$ cat src/rfsq_pkg.sv
// Constants, encodings and types for the RF query interpreter.
// Assumes a 100 MHz core clock and a byte-level framer around it.
package rfsq_pkg;
	localparam int CLK_PERIOD_NS = 10;
	localparam int T1_NS = 320900;
	localparam int T1_CYCLES = (T1_NS + CLK_PERIOD_NS - 1) / CLK_PERIOD_NS;

	localparam logic [7:0] CMD_SYSINFO = 8'h2B;
	localparam logic [7:0] CMD_SECSTAT = 8'h2C;

	localparam int FLAG_OPT_BIT = 6;
	localparam int FLAG_ADDR_BIT = 5;
	localparam int FLAG_PEXT_BIT = 3;

	localparam logic [7:0] RESP_OK = 8'h00;
	localparam logic [7:0] RESP_ERR = 8'h01;
	localparam logic [7:0] INFO_BASIC = 8'h0B;
	localparam logic [7:0] INFO_EXT = 8'h0F;
	localparam logic [7:0] MEM_BLK_SIZE = 8'h03;
	localparam logic [15:0] MEM_BLK_COUNT = 16'h01FF;
	localparam logic [7:0] ERR_OPTION = 8'h03;
	localparam logic [7:0] ERR_BLOCK = 8'h10;
	localparam logic [15:0] BLOCK_MAX = 16'h01FF;
	localparam logic [2:0] STATUS_RSVD = 3'h0;

	localparam logic [3:0] RX_FLAGS = 4'h0;
	localparam logic [3:0] RX_CMD = 4'h1;
	localparam logic [3:0] RX_UID = 4'h2;
	localparam logic [3:0] RX_UID_END = 4'h9;
	localparam logic [3:0] RX_PARAM_ADDR = 4'hA;
	localparam logic [3:0] RX_PARAM_NOADDR = 4'h2;
	localparam logic [3:0] RX_PARAM_LEN = 4'h4;
	localparam logic [3:0] RX_IDX_MAX = 4'hF;

	localparam logic [9:0] POS_INFO = 10'h001;
	localparam logic [9:0] POS_UID = 10'h002;
	localparam logic [9:0] POS_DSFID = 10'h00A;
	localparam logic [9:0] POS_AFI = 10'h00B;
	localparam logic [9:0] POS_IC_BASIC = 10'h00C;
	localparam logic [9:0] POS_MEM0 = 10'h00C;
	localparam logic [9:0] POS_MEM1 = 10'h00D;
	localparam logic [9:0] POS_MEM2 = 10'h00E;
	localparam logic [9:0] POS_IC_EXT = 10'h00F;
	localparam logic [9:0] LEN_SYS = 10'h00D;
	localparam logic [9:0] LEN_EXT = 10'h010;
	localparam logic [9:0] LEN_ERR = 10'h002;
	localparam logic [9:0] LEN_STAT_EXTRA = 10'h002;

	typedef enum logic [2:0] {
		ST_IDLE,
		ST_RECV,
		ST_WAIT,
		ST_SOFS,
		ST_SEND
	} rfsq_state_t;

	typedef enum logic [1:0] {
		RK_SYS,
		RK_EXT,
		RK_STAT,
		RK_ERR
	} rfsq_kind_t;
endpackage

$ cat src/rfsq_timer_if.sv
// Start and expiry of the reply turnaround timer.
// Assumes both ends run on the same core clock.
interface rfsq_timer_if;
	logic start;
	logic done;
	modport ctrl(output start, input done);
	modport timer(input start, output done);
endinterface

$ cat src/rfsq_turnaround.sv
// Turnaround timer: one-cycle done pulse a fixed time after start.
// Assumes start is a one-cycle pulse on the core clock.
module rfsq_turnaround #(
	parameter int T1_CYCLES = rfsq_pkg::T1_CYCLES
) (
	input wire logic clock_i,
	input wire logic arst_n_i,
	rfsq_timer_if.timer tmr
);
	localparam int CW = $clog2(T1_CYCLES + 1);
	localparam logic [CW-1:0] LOAD = CW'(T1_CYCLES);
	localparam logic [CW-1:0] ONE = CW'(1);

	logic [CW-1:0] count;
	logic [CW-1:0] next_count;
	logic done;
	logic next_done;

	always_comb begin
		next_count = count;
		next_done = 1'b0;
		if (tmr.start) begin
			next_count = LOAD;
		end else if (count == ONE) begin
			next_count = '0;
			next_done = 1'b1;
		end else if (count != '0) begin
			next_count = count - ONE;
		end
	end

	always_ff @(posedge clock_i or negedge arst_n_i) begin
		if (!arst_n_i) begin
			count <= '0;
			done <= 1'b0;
		end else begin
			count <= next_count;
			done <= next_done;
		end
	end

	assign tmr.done = done;
endmodule

$ cat src/rfsq_query.sv
// System information and block security status query interpreter.
// Assumes a framer that strips CRC, checks it, and reports bytes.
//
// Summary of operation
// - Command 2Bh answers system information
// - Option flag set gives error 03h
// - Accept addressed and non-addressed requests
// - Basic reply: 00h, 0Bh, UID, DSFID, AFI, IC
// - Extension flag adds memory size, flags 0Fh
// - Memory size: blocks-1 (two bytes), then block bytes-1
// - Busy mode: output low SOF to reply end
// - Write-progress mode: output stays released
// - Command 2Ch answers block security status
// - Block count field holds count minus one
// - Extension flag zero gives error reply
// - Block address wraps 01FFh to 0000h
// - Reply: flags then one status byte each
// - Bit 0 shows sector locked
// - Errors: 03h option, 10h block unavailable
// - Activity output same for status query
module rfsq_query #(
	parameter int T1_CYCLES = rfsq_pkg::T1_CYCLES,
	// Arbitrary IC reference value
	parameter logic [7:0] IC_REF = 8'h5A
) (
	input wire logic clock_i,
	input wire logic arst_n_i,
	input wire logic rx_sof_i,
	input wire logic rx_valid_i,
	input wire logic [7:0] rx_byte_i,
	input wire logic rx_eof_i,
	output logic tx_sof_o,
	output logic tx_valid_o,
	output logic [7:0] tx_byte_o,
	input wire logic tx_ready_i,
	output logic tx_eof_o,
	input wire logic [63:0] uid_i,
	input wire logic [7:0] dsfid_i,
	input wire logic [7:0] afi_i,
	output logic [8:0] sector_addr_o,
	input wire logic sector_lock_i,
	input wire logic [1:0] sector_pwd_i,
	input wire logic [1:0] sector_rw_i,
	input wire logic busy_mode_i,
	output logic rf_activity_output_o,
	output logic rf_activity_output_oe_n_o
);
	rfsq_pkg::rfsq_state_t state, next_state;
	rfsq_pkg::rfsq_kind_t kind, next_kind;
	logic [7:0] flags, next_flags;
	logic [7:0] cmd, next_cmd;
	logic [3:0] rx_idx, next_rx_idx;
	logic mismatch, next_mismatch;
	logic [15:0] first, next_first;
	logic [15:0] count, next_count;
	logic [7:0] err, next_err;
	logic [9:0] len, next_len;
	logic [9:0] tx_idx, next_tx_idx;
	logic [8:0] blk, next_blk;
	logic busy, next_busy;
	logic tx_sof, next_tx_sof;
	logic tx_eof, next_tx_eof;
	logic tx_valid, next_tx_valid;
	logic [7:0] tx_byte, next_tx_byte;
	logic [3:0] base;
	logic [3:0] p;
	logic [2:0] k;
	logic [7:0] ld_byte;
	logic ld_stat;
	logic [7:0] stat_byte;
	logic addressed;

	rfsq_timer_if tmr();

	rfsq_turnaround #(.T1_CYCLES(T1_CYCLES)) u_turnaround (
		.clock_i(clock_i),
		.arst_n_i(arst_n_i),
		.tmr(tmr)
	);

	assign addressed = flags[rfsq_pkg::FLAG_ADDR_BIT];
	assign base = addressed ? rfsq_pkg::RX_PARAM_ADDR :
		rfsq_pkg::RX_PARAM_NOADDR;
	assign p = rx_idx - base;
	assign stat_byte = {rfsq_pkg::STATUS_RSVD, sector_pwd_i, sector_rw_i,
		sector_lock_i};

	// Reply byte at position tx_idx
	always_comb begin
		k = 3'(tx_idx - rfsq_pkg::POS_UID);
		ld_byte = rfsq_pkg::RESP_OK;
		ld_stat = 1'b0;
		unique case (kind)
			rfsq_pkg::RK_ERR: begin
				ld_byte = (tx_idx == '0) ? rfsq_pkg::RESP_ERR : err;
			end
			rfsq_pkg::RK_STAT: begin
				if (tx_idx != '0) begin
					ld_byte = stat_byte;
					ld_stat = 1'b1;
				end
			end
			rfsq_pkg::RK_SYS, rfsq_pkg::RK_EXT: begin
				if (tx_idx == rfsq_pkg::POS_INFO) begin
					ld_byte = (kind == rfsq_pkg::RK_EXT) ?
						rfsq_pkg::INFO_EXT : rfsq_pkg::INFO_BASIC;
				end else if (tx_idx >= rfsq_pkg::POS_UID &&
						tx_idx < rfsq_pkg::POS_DSFID) begin
					ld_byte = uid_i[{k, 3'b000} +: 8];
				end else if (tx_idx == rfsq_pkg::POS_DSFID) begin
					ld_byte = dsfid_i;
				end else if (tx_idx == rfsq_pkg::POS_AFI) begin
					ld_byte = afi_i;
				end else if (kind == rfsq_pkg::RK_SYS) begin
					if (tx_idx == rfsq_pkg::POS_IC_BASIC) begin
						ld_byte = IC_REF;
					end
				end else if (tx_idx == rfsq_pkg::POS_MEM0) begin
					ld_byte = rfsq_pkg::MEM_BLK_COUNT[7:0];
				end else if (tx_idx == rfsq_pkg::POS_MEM1) begin
					ld_byte = rfsq_pkg::MEM_BLK_COUNT[15:8];
				end else if (tx_idx == rfsq_pkg::POS_MEM2) begin
					ld_byte = rfsq_pkg::MEM_BLK_SIZE;
				end else if (tx_idx == rfsq_pkg::POS_IC_EXT) begin
					ld_byte = IC_REF;
				end
			end
		endcase
	end

	always_comb begin
		next_state = state;
		next_kind = kind;
		next_flags = flags;
		next_cmd = cmd;
		next_rx_idx = rx_idx;
		next_mismatch = mismatch;
		next_first = first;
		next_count = count;
		next_err = err;
		next_len = len;
		next_tx_idx = tx_idx;
		next_blk = blk;
		next_busy = busy;
		next_tx_sof = 1'b0;
		next_tx_eof = 1'b0;
		next_tx_valid = tx_valid;
		next_tx_byte = tx_byte;
		tmr.start = 1'b0;
		unique case (state)
			rfsq_pkg::ST_IDLE, rfsq_pkg::ST_RECV: begin
				if (rx_sof_i) begin
					next_state = rfsq_pkg::ST_RECV;
					next_busy = 1'b1;
					next_rx_idx = '0;
					next_mismatch = 1'b0;
				end else if (state == rfsq_pkg::ST_RECV && rx_eof_i) begin
					next_state = rfsq_pkg::ST_IDLE;
					next_busy = 1'b0;
					if (!mismatch && rx_idx >= base &&
							(cmd == rfsq_pkg::CMD_SYSINFO ||
							rx_idx >= base + rfsq_pkg::RX_PARAM_LEN)) begin
						next_state = rfsq_pkg::ST_WAIT;
						next_busy = 1'b1;
						tmr.start = 1'b1;
						next_kind = rfsq_pkg::RK_ERR;
						next_len = rfsq_pkg::LEN_ERR;
						next_err = rfsq_pkg::ERR_OPTION;
						if (cmd == rfsq_pkg::CMD_SYSINFO) begin
							if (!flags[rfsq_pkg::FLAG_OPT_BIT]) begin
								if (flags[rfsq_pkg::FLAG_PEXT_BIT]) begin
									next_kind = rfsq_pkg::RK_EXT;
									next_len = rfsq_pkg::LEN_EXT;
								end else begin
									next_kind = rfsq_pkg::RK_SYS;
									next_len = rfsq_pkg::LEN_SYS;
								end
							end
						end else if (flags[rfsq_pkg::FLAG_PEXT_BIT]) begin
							if (first > rfsq_pkg::BLOCK_MAX ||
									count > rfsq_pkg::BLOCK_MAX) begin
								next_err = rfsq_pkg::ERR_BLOCK;
							end else begin
								next_kind = rfsq_pkg::RK_STAT;
								next_blk = first[8:0];
								next_len = count[9:0] +
									rfsq_pkg::LEN_STAT_EXTRA;
							end
						end
					end
				end else if (state == rfsq_pkg::ST_RECV && rx_valid_i) begin
					if (rx_idx != rfsq_pkg::RX_IDX_MAX) begin
						next_rx_idx = rx_idx + 4'h1;
					end
					if (rx_idx == rfsq_pkg::RX_FLAGS) begin
						next_flags = rx_byte_i;
					end else if (rx_idx == rfsq_pkg::RX_CMD) begin
						next_cmd = rx_byte_i;
						if (rx_byte_i != rfsq_pkg::CMD_SYSINFO &&
								rx_byte_i != rfsq_pkg::CMD_SECSTAT) begin
							next_state = rfsq_pkg::ST_IDLE;
							next_busy = 1'b0;
						end
					end else if (addressed && rx_idx <= rfsq_pkg::RX_UID_END) begin
						if (rx_byte_i != uid_i[{3'(rx_idx - rfsq_pkg::RX_UID),
								3'b000} +: 8]) begin
							next_mismatch = 1'b1;
						end
					end else if (p < 4'h2) begin
						next_first = {rx_byte_i, first[15:8]};
					end else if (p < rfsq_pkg::RX_PARAM_LEN) begin
						next_count = {rx_byte_i, count[15:8]};
					end
				end
			end
			rfsq_pkg::ST_WAIT: begin
				if (tmr.done) begin
					next_state = rfsq_pkg::ST_SOFS;
					next_tx_sof = 1'b1;
					next_tx_idx = '0;
				end
			end
			rfsq_pkg::ST_SOFS: begin
				next_state = rfsq_pkg::ST_SEND;
				next_tx_valid = 1'b1;
				next_tx_byte = ld_byte;
				next_tx_idx = tx_idx + 10'h001;
			end
			rfsq_pkg::ST_SEND: begin
				if (tx_ready_i) begin
					if (tx_idx == len) begin
						next_state = rfsq_pkg::ST_IDLE;
						next_tx_valid = 1'b0;
						next_tx_eof = 1'b1;
						next_busy = 1'b0;
					end else begin
						next_tx_byte = ld_byte;
						next_tx_idx = tx_idx + 10'h001;
						if (ld_stat) begin
							next_blk = blk + 9'h001;
						end
					end
				end
			end
		endcase
	end

	always_ff @(posedge clock_i or negedge arst_n_i) begin
		if (!arst_n_i) begin
			state <= rfsq_pkg::ST_IDLE;
			kind <= rfsq_pkg::RK_ERR;
			flags <= 8'h00;
			cmd <= 8'h00;
			rx_idx <= 4'h0;
			mismatch <= 1'b0;
			first <= 16'h0000;
			count <= 16'h0000;
			err <= 8'h00;
			len <= 10'h000;
			tx_idx <= 10'h000;
			blk <= 9'h000;
			busy <= 1'b0;
			tx_sof <= 1'b0;
			tx_eof <= 1'b0;
			tx_valid <= 1'b0;
			tx_byte <= 8'h00;
		end else begin
			state <= next_state;
			kind <= next_kind;
			flags <= next_flags;
			cmd <= next_cmd;
			rx_idx <= next_rx_idx;
			mismatch <= next_mismatch;
			first <= next_first;
			count <= next_count;
			err <= next_err;
			len <= next_len;
			tx_idx <= next_tx_idx;
			blk <= next_blk;
			busy <= next_busy;
			tx_sof <= next_tx_sof;
			tx_eof <= next_tx_eof;
			tx_valid <= next_tx_valid;
			tx_byte <= next_tx_byte;
		end
	end

	assign tx_sof_o = tx_sof;
	assign tx_eof_o = tx_eof;
	assign tx_valid_o = tx_valid;
	assign tx_byte_o = tx_byte;
	assign sector_addr_o = blk;
	assign rf_activity_output_o = 1'b0;
	// Released unless busy mode and a query is in progress
	assign rf_activity_output_oe_n_o = ~(busy & busy_mode_i);
endmodule

$ cat config.mk
export PLATFORM = sky130hd
export DESIGN_NAME = rfsq_query
export DESIGN_NICKNAME = d
export VERILOG_FILES = /design/src/rfsq_pkg.sv /design/src/rfsq_timer_if.sv /design/src/rfsq_turnaround.sv /design/src/rfsq_query.sv
export SDC_FILE = /design/constraint.sdc
export NUM_CORES = 1
export LEC_CHECK = 0
export ABC_CLOCK_PERIOD_IN_PS = 3850
export BUFFER_PORTS_ARGS = -buffer_cell sky130_fd_sc_hd__buf_4
export CORE_AREA = 2 2 152 154
export DETAILED_ROUTE_END_ITERATION = 12
export DIE_AREA = 0 0 154 156
export PLACE_DENSITY = 0.6
export SYNTH_ARGS = -nofsm -noshare
export SYNTH_HDL_FRONTEND = slang
export SYNTH_SLANG_ARGS = --single-unit
$ cat constraint.sdc
create_clock -name clock_i -period 3.85 [get_ports clock_i]
set_input_delay 1.155 -clock clock_i [delete_from_list [all_inputs] [get_ports clock_i]]
set_output_delay 1.155 -clock clock_i [all_outputs]
set_load 0.005 [all_outputs]
==> results.toml <==
[worst_setup_path]
startpoint_type = "flop"
crit_type = "reg -> reg"
endpoint_kind = "flop"
critPathSlowestCell = "nor3b_1"
r2r-start = "tx_idx[0]"
arrival_ps = 3210
crit_required_ps = 4050
max_stage_delay_ps = 680
worst-path-max-fanout = 8
crit_path_start = "tx_idx[0]"
critPathTopFamily = "simple AND/OR/NAND/NOR gates"
path_buf_inv = 1
cp_cell_sequence = "inv_1, ha_1, nand4_1, nor3b_1, nand4_1, a21boi_1, a21oi_1"
crit_path_frequent_cell = "nand4_1"

[cts]
postCtsHoldBufs = 0
postCtsSetupRepairBufs = 0
htreeDepth = 3
insertion_delay_ps = 360
cts.clk_slew.worst_paths_ps = 80
cts_buffers = 9
cts_resized = 0
clock_path_buffers = 2
cts_tree = "done"
cts_sinks = 112
cts_root_buffer = "clkbuf_16"

[synthesis]
syn_area_um2 = 7070
syn_inst = 701
synth-seq-cells = 112
yosysTopAreaCell = "dfrtp_1"
synth_flop_cell = "dfrtp_1"
syn_nets = 820
yosys.cell_types.count = 66
yosysMostFrequentCell = "dfrtp_1"
async_flop_share_pct = 100
synth_area_per_cell_um2 = 10.1
synthTopCellsByArea = "dfrtp_1 39%, mux4_2 8.3%, mux2_2 8.0%, o21ai_0 4.0%, ha_1 3.4%"
synth-edff-count = 0
yosysSeqAreaShare_pct = 39.7
synth_top_area_share_pct = 39.0
netlist_top_cells_count = "110 x dfrtp_1, 60 x nand2_1, 56 x o21ai_0"
ys.warnings.count = 0

[routing]
dr.pass1.iters = 5
drt_iter0_drc = 468
ant_nets = 0
wl_mm = 19.6
vias = 5903
wl_per_cell_um = 17.9
drcViolationCount = 0
via_per_inst = 5.40

[floorplan]
dieArea_um2 = 24000
io_pins = 122
row_count = 55
core_area_um2 = 22400
die_y_um = 156
start_util_pct = 31.6
dieWidth_um = 154

[global_routing]
grt_max_degree = 63
grt_pass1_vias = 5993
antenna_found_initial = 0
track_usage_pct = 16.5
grt_pass1_wl_mm = 31.9
grt_overflow = 0

[timing]
setup_viol = 0
clock_skew_ps = 11.6
fin_crit_ps = 3010
finalHoldViolations = 0
fin_hold_ws_ps = 483
finalMaxSlewViolations = 0
fmax_mhz = 333
rsz0062_at_grt = "no"
period_share_pct = 78.1
setup_tns_ps = 0
tightest_slew_ps = 996
slew_headroom_pct = 33.3

[worst_hold_path]
hold_path_class = "reg -> reg"
hold_start = "tx_byte_o[5]"

[place]
io_buffers = 120
place_hpwl_mm = 14.8
globalplace.congestion = 0.845

[run_status]
status = "finished, final reports clean"

[flow_run]
drv_cap = 0

[cells_and_area]
synthToLayoutAreaGrowth_pct = 21.2
drive_above_1_share_pct = 29.1
layout.nets = 922
fillers = 2176
antenna_cells = 0

[power_and_ir_drop]
power_leakage_nw = 3.79
peakVddDrop_mv = 0.203
cellPowerDensity_nw_per_um2 = 543
[cells by family (layout without fill, tap and decap cells)]
logic type | Yosys count | in the layout | synth area share (%)
AND/OR/NAND/NOR | 202 | 202 | 14.7
AO/OA/AOI/OAI | 180 | 180 | 15.5
flip-flops | 112 | 112 | 39.7
multiplexers | 97 | 97 | 19.2
buffers and inverters | 58 | 165 | 3.47
XOR/XNOR | 32 | 32 | 3.97
adder cells (fa/ha/maj) | 19 | 19 | 3.36
other | 1 | 1 | 0.0531
[final timing paths]
check	endpoint	depth (start not counted)	slack, ps
min in group asynchronous	u_turnaround.count[7]	1	910
worst min register to register	tx_byte_o[5]	2	480
worst min-delay path	tx_byte_o[5]	2	480
max in group asynchronous	busy	2	2190
worst max-delay path	sector_addr_o[7]	7	840
worst max register to register	sector_addr_o[7]	7	840
[power by group]
group	leakage [nW]	switching, mW	internal, mW	total [mW]
logic	2.19	1.07	0.920	1.99
registers	1.45	0.227	1.40	1.63
clock network	0.159	0.445	0.591	1.04
[registers in the layout (all words and copies together) (netlist names), 2 cells and up]
name                cells
rx_idx                  4
tx_byte_o               8
err                     2
flags                   3
count                  16
len                    10
state                   3
tx_idx                 10
kind                    2
cmd                     8
first                  16
sector_addr_o           9
u_turnaround.count     15
[worst min-delay path, delay by kind of cell, from the launching register on]
kind	cells	cell delay, ps
AND/OR/NAND/NOR	2	100
flip-flops	1	360
[stage by stage]
stage / cells / util, % / cell area, µm² / power [mW] / setup WS (ps)
after floorplan: 701 / - / 7070 / 2.98 / 631
after global placement: 1077 / 36.8 / 8240 / 3.61 / 936
after detailed placement: 1077 / 36.8 / 8240 / 3.62 / 909
after CTS: 1093 / 38.3 / 8570 / 4.68 / 865
after global routing: 1093 / 38.3 / 8570 / 4.97 / 602
final: 1093 / 38.3 / 8570 / 4.65 / 844
[routing by layer]
layer  wire length (µm)  GRT usage [%]
met1               8930           21.9
met5                  0              0
met3                743           3.00
met2               9620           28.2
met4                287           3.92
[layout make-up]
cell class / instances / area (µm²) / share of cell area, %
multi-input combinational: 531 / 4020 / 46.9
sequential: 112 / 2810 / 32.7
timing repair buffer: 130 / 988 / 11.5
tap: 285 / 357 / 4.16
clock buffer: 10 / 239 / 2.79
clock inverter: 6 / 90.1 / 1.05
inverter: 19 / 71.3 / 0.832
[cells in the final DEF, fill, tap and decap left out, types with 4 or more instances in the layout]
master and instances:
and2_1 9, clkbuf_16 9, o211ai_1 5, ha_1 19
nor3b_1 4, o22ai_1 9, nand3_1 16, mux2_2 50
a21o_1 4, or3_1 4, o31ai_1 13, nand2b_1 7
a31oi_1 19, mux4_2 26, nor3_1 16, inv_1 18
nor2_1 37, nor4_1 9, dfrtp_1 110, xor2_1 24
nor2b_1 4, xnor2_1 8, a21oi_1 42, buf_4 129
nand2_1 60, or4_1 5, mux2i_1 21, and3_1 6
nand4_1 11, o21ai_0 56
No activity file was read; power rests on OpenSTA's default activity.
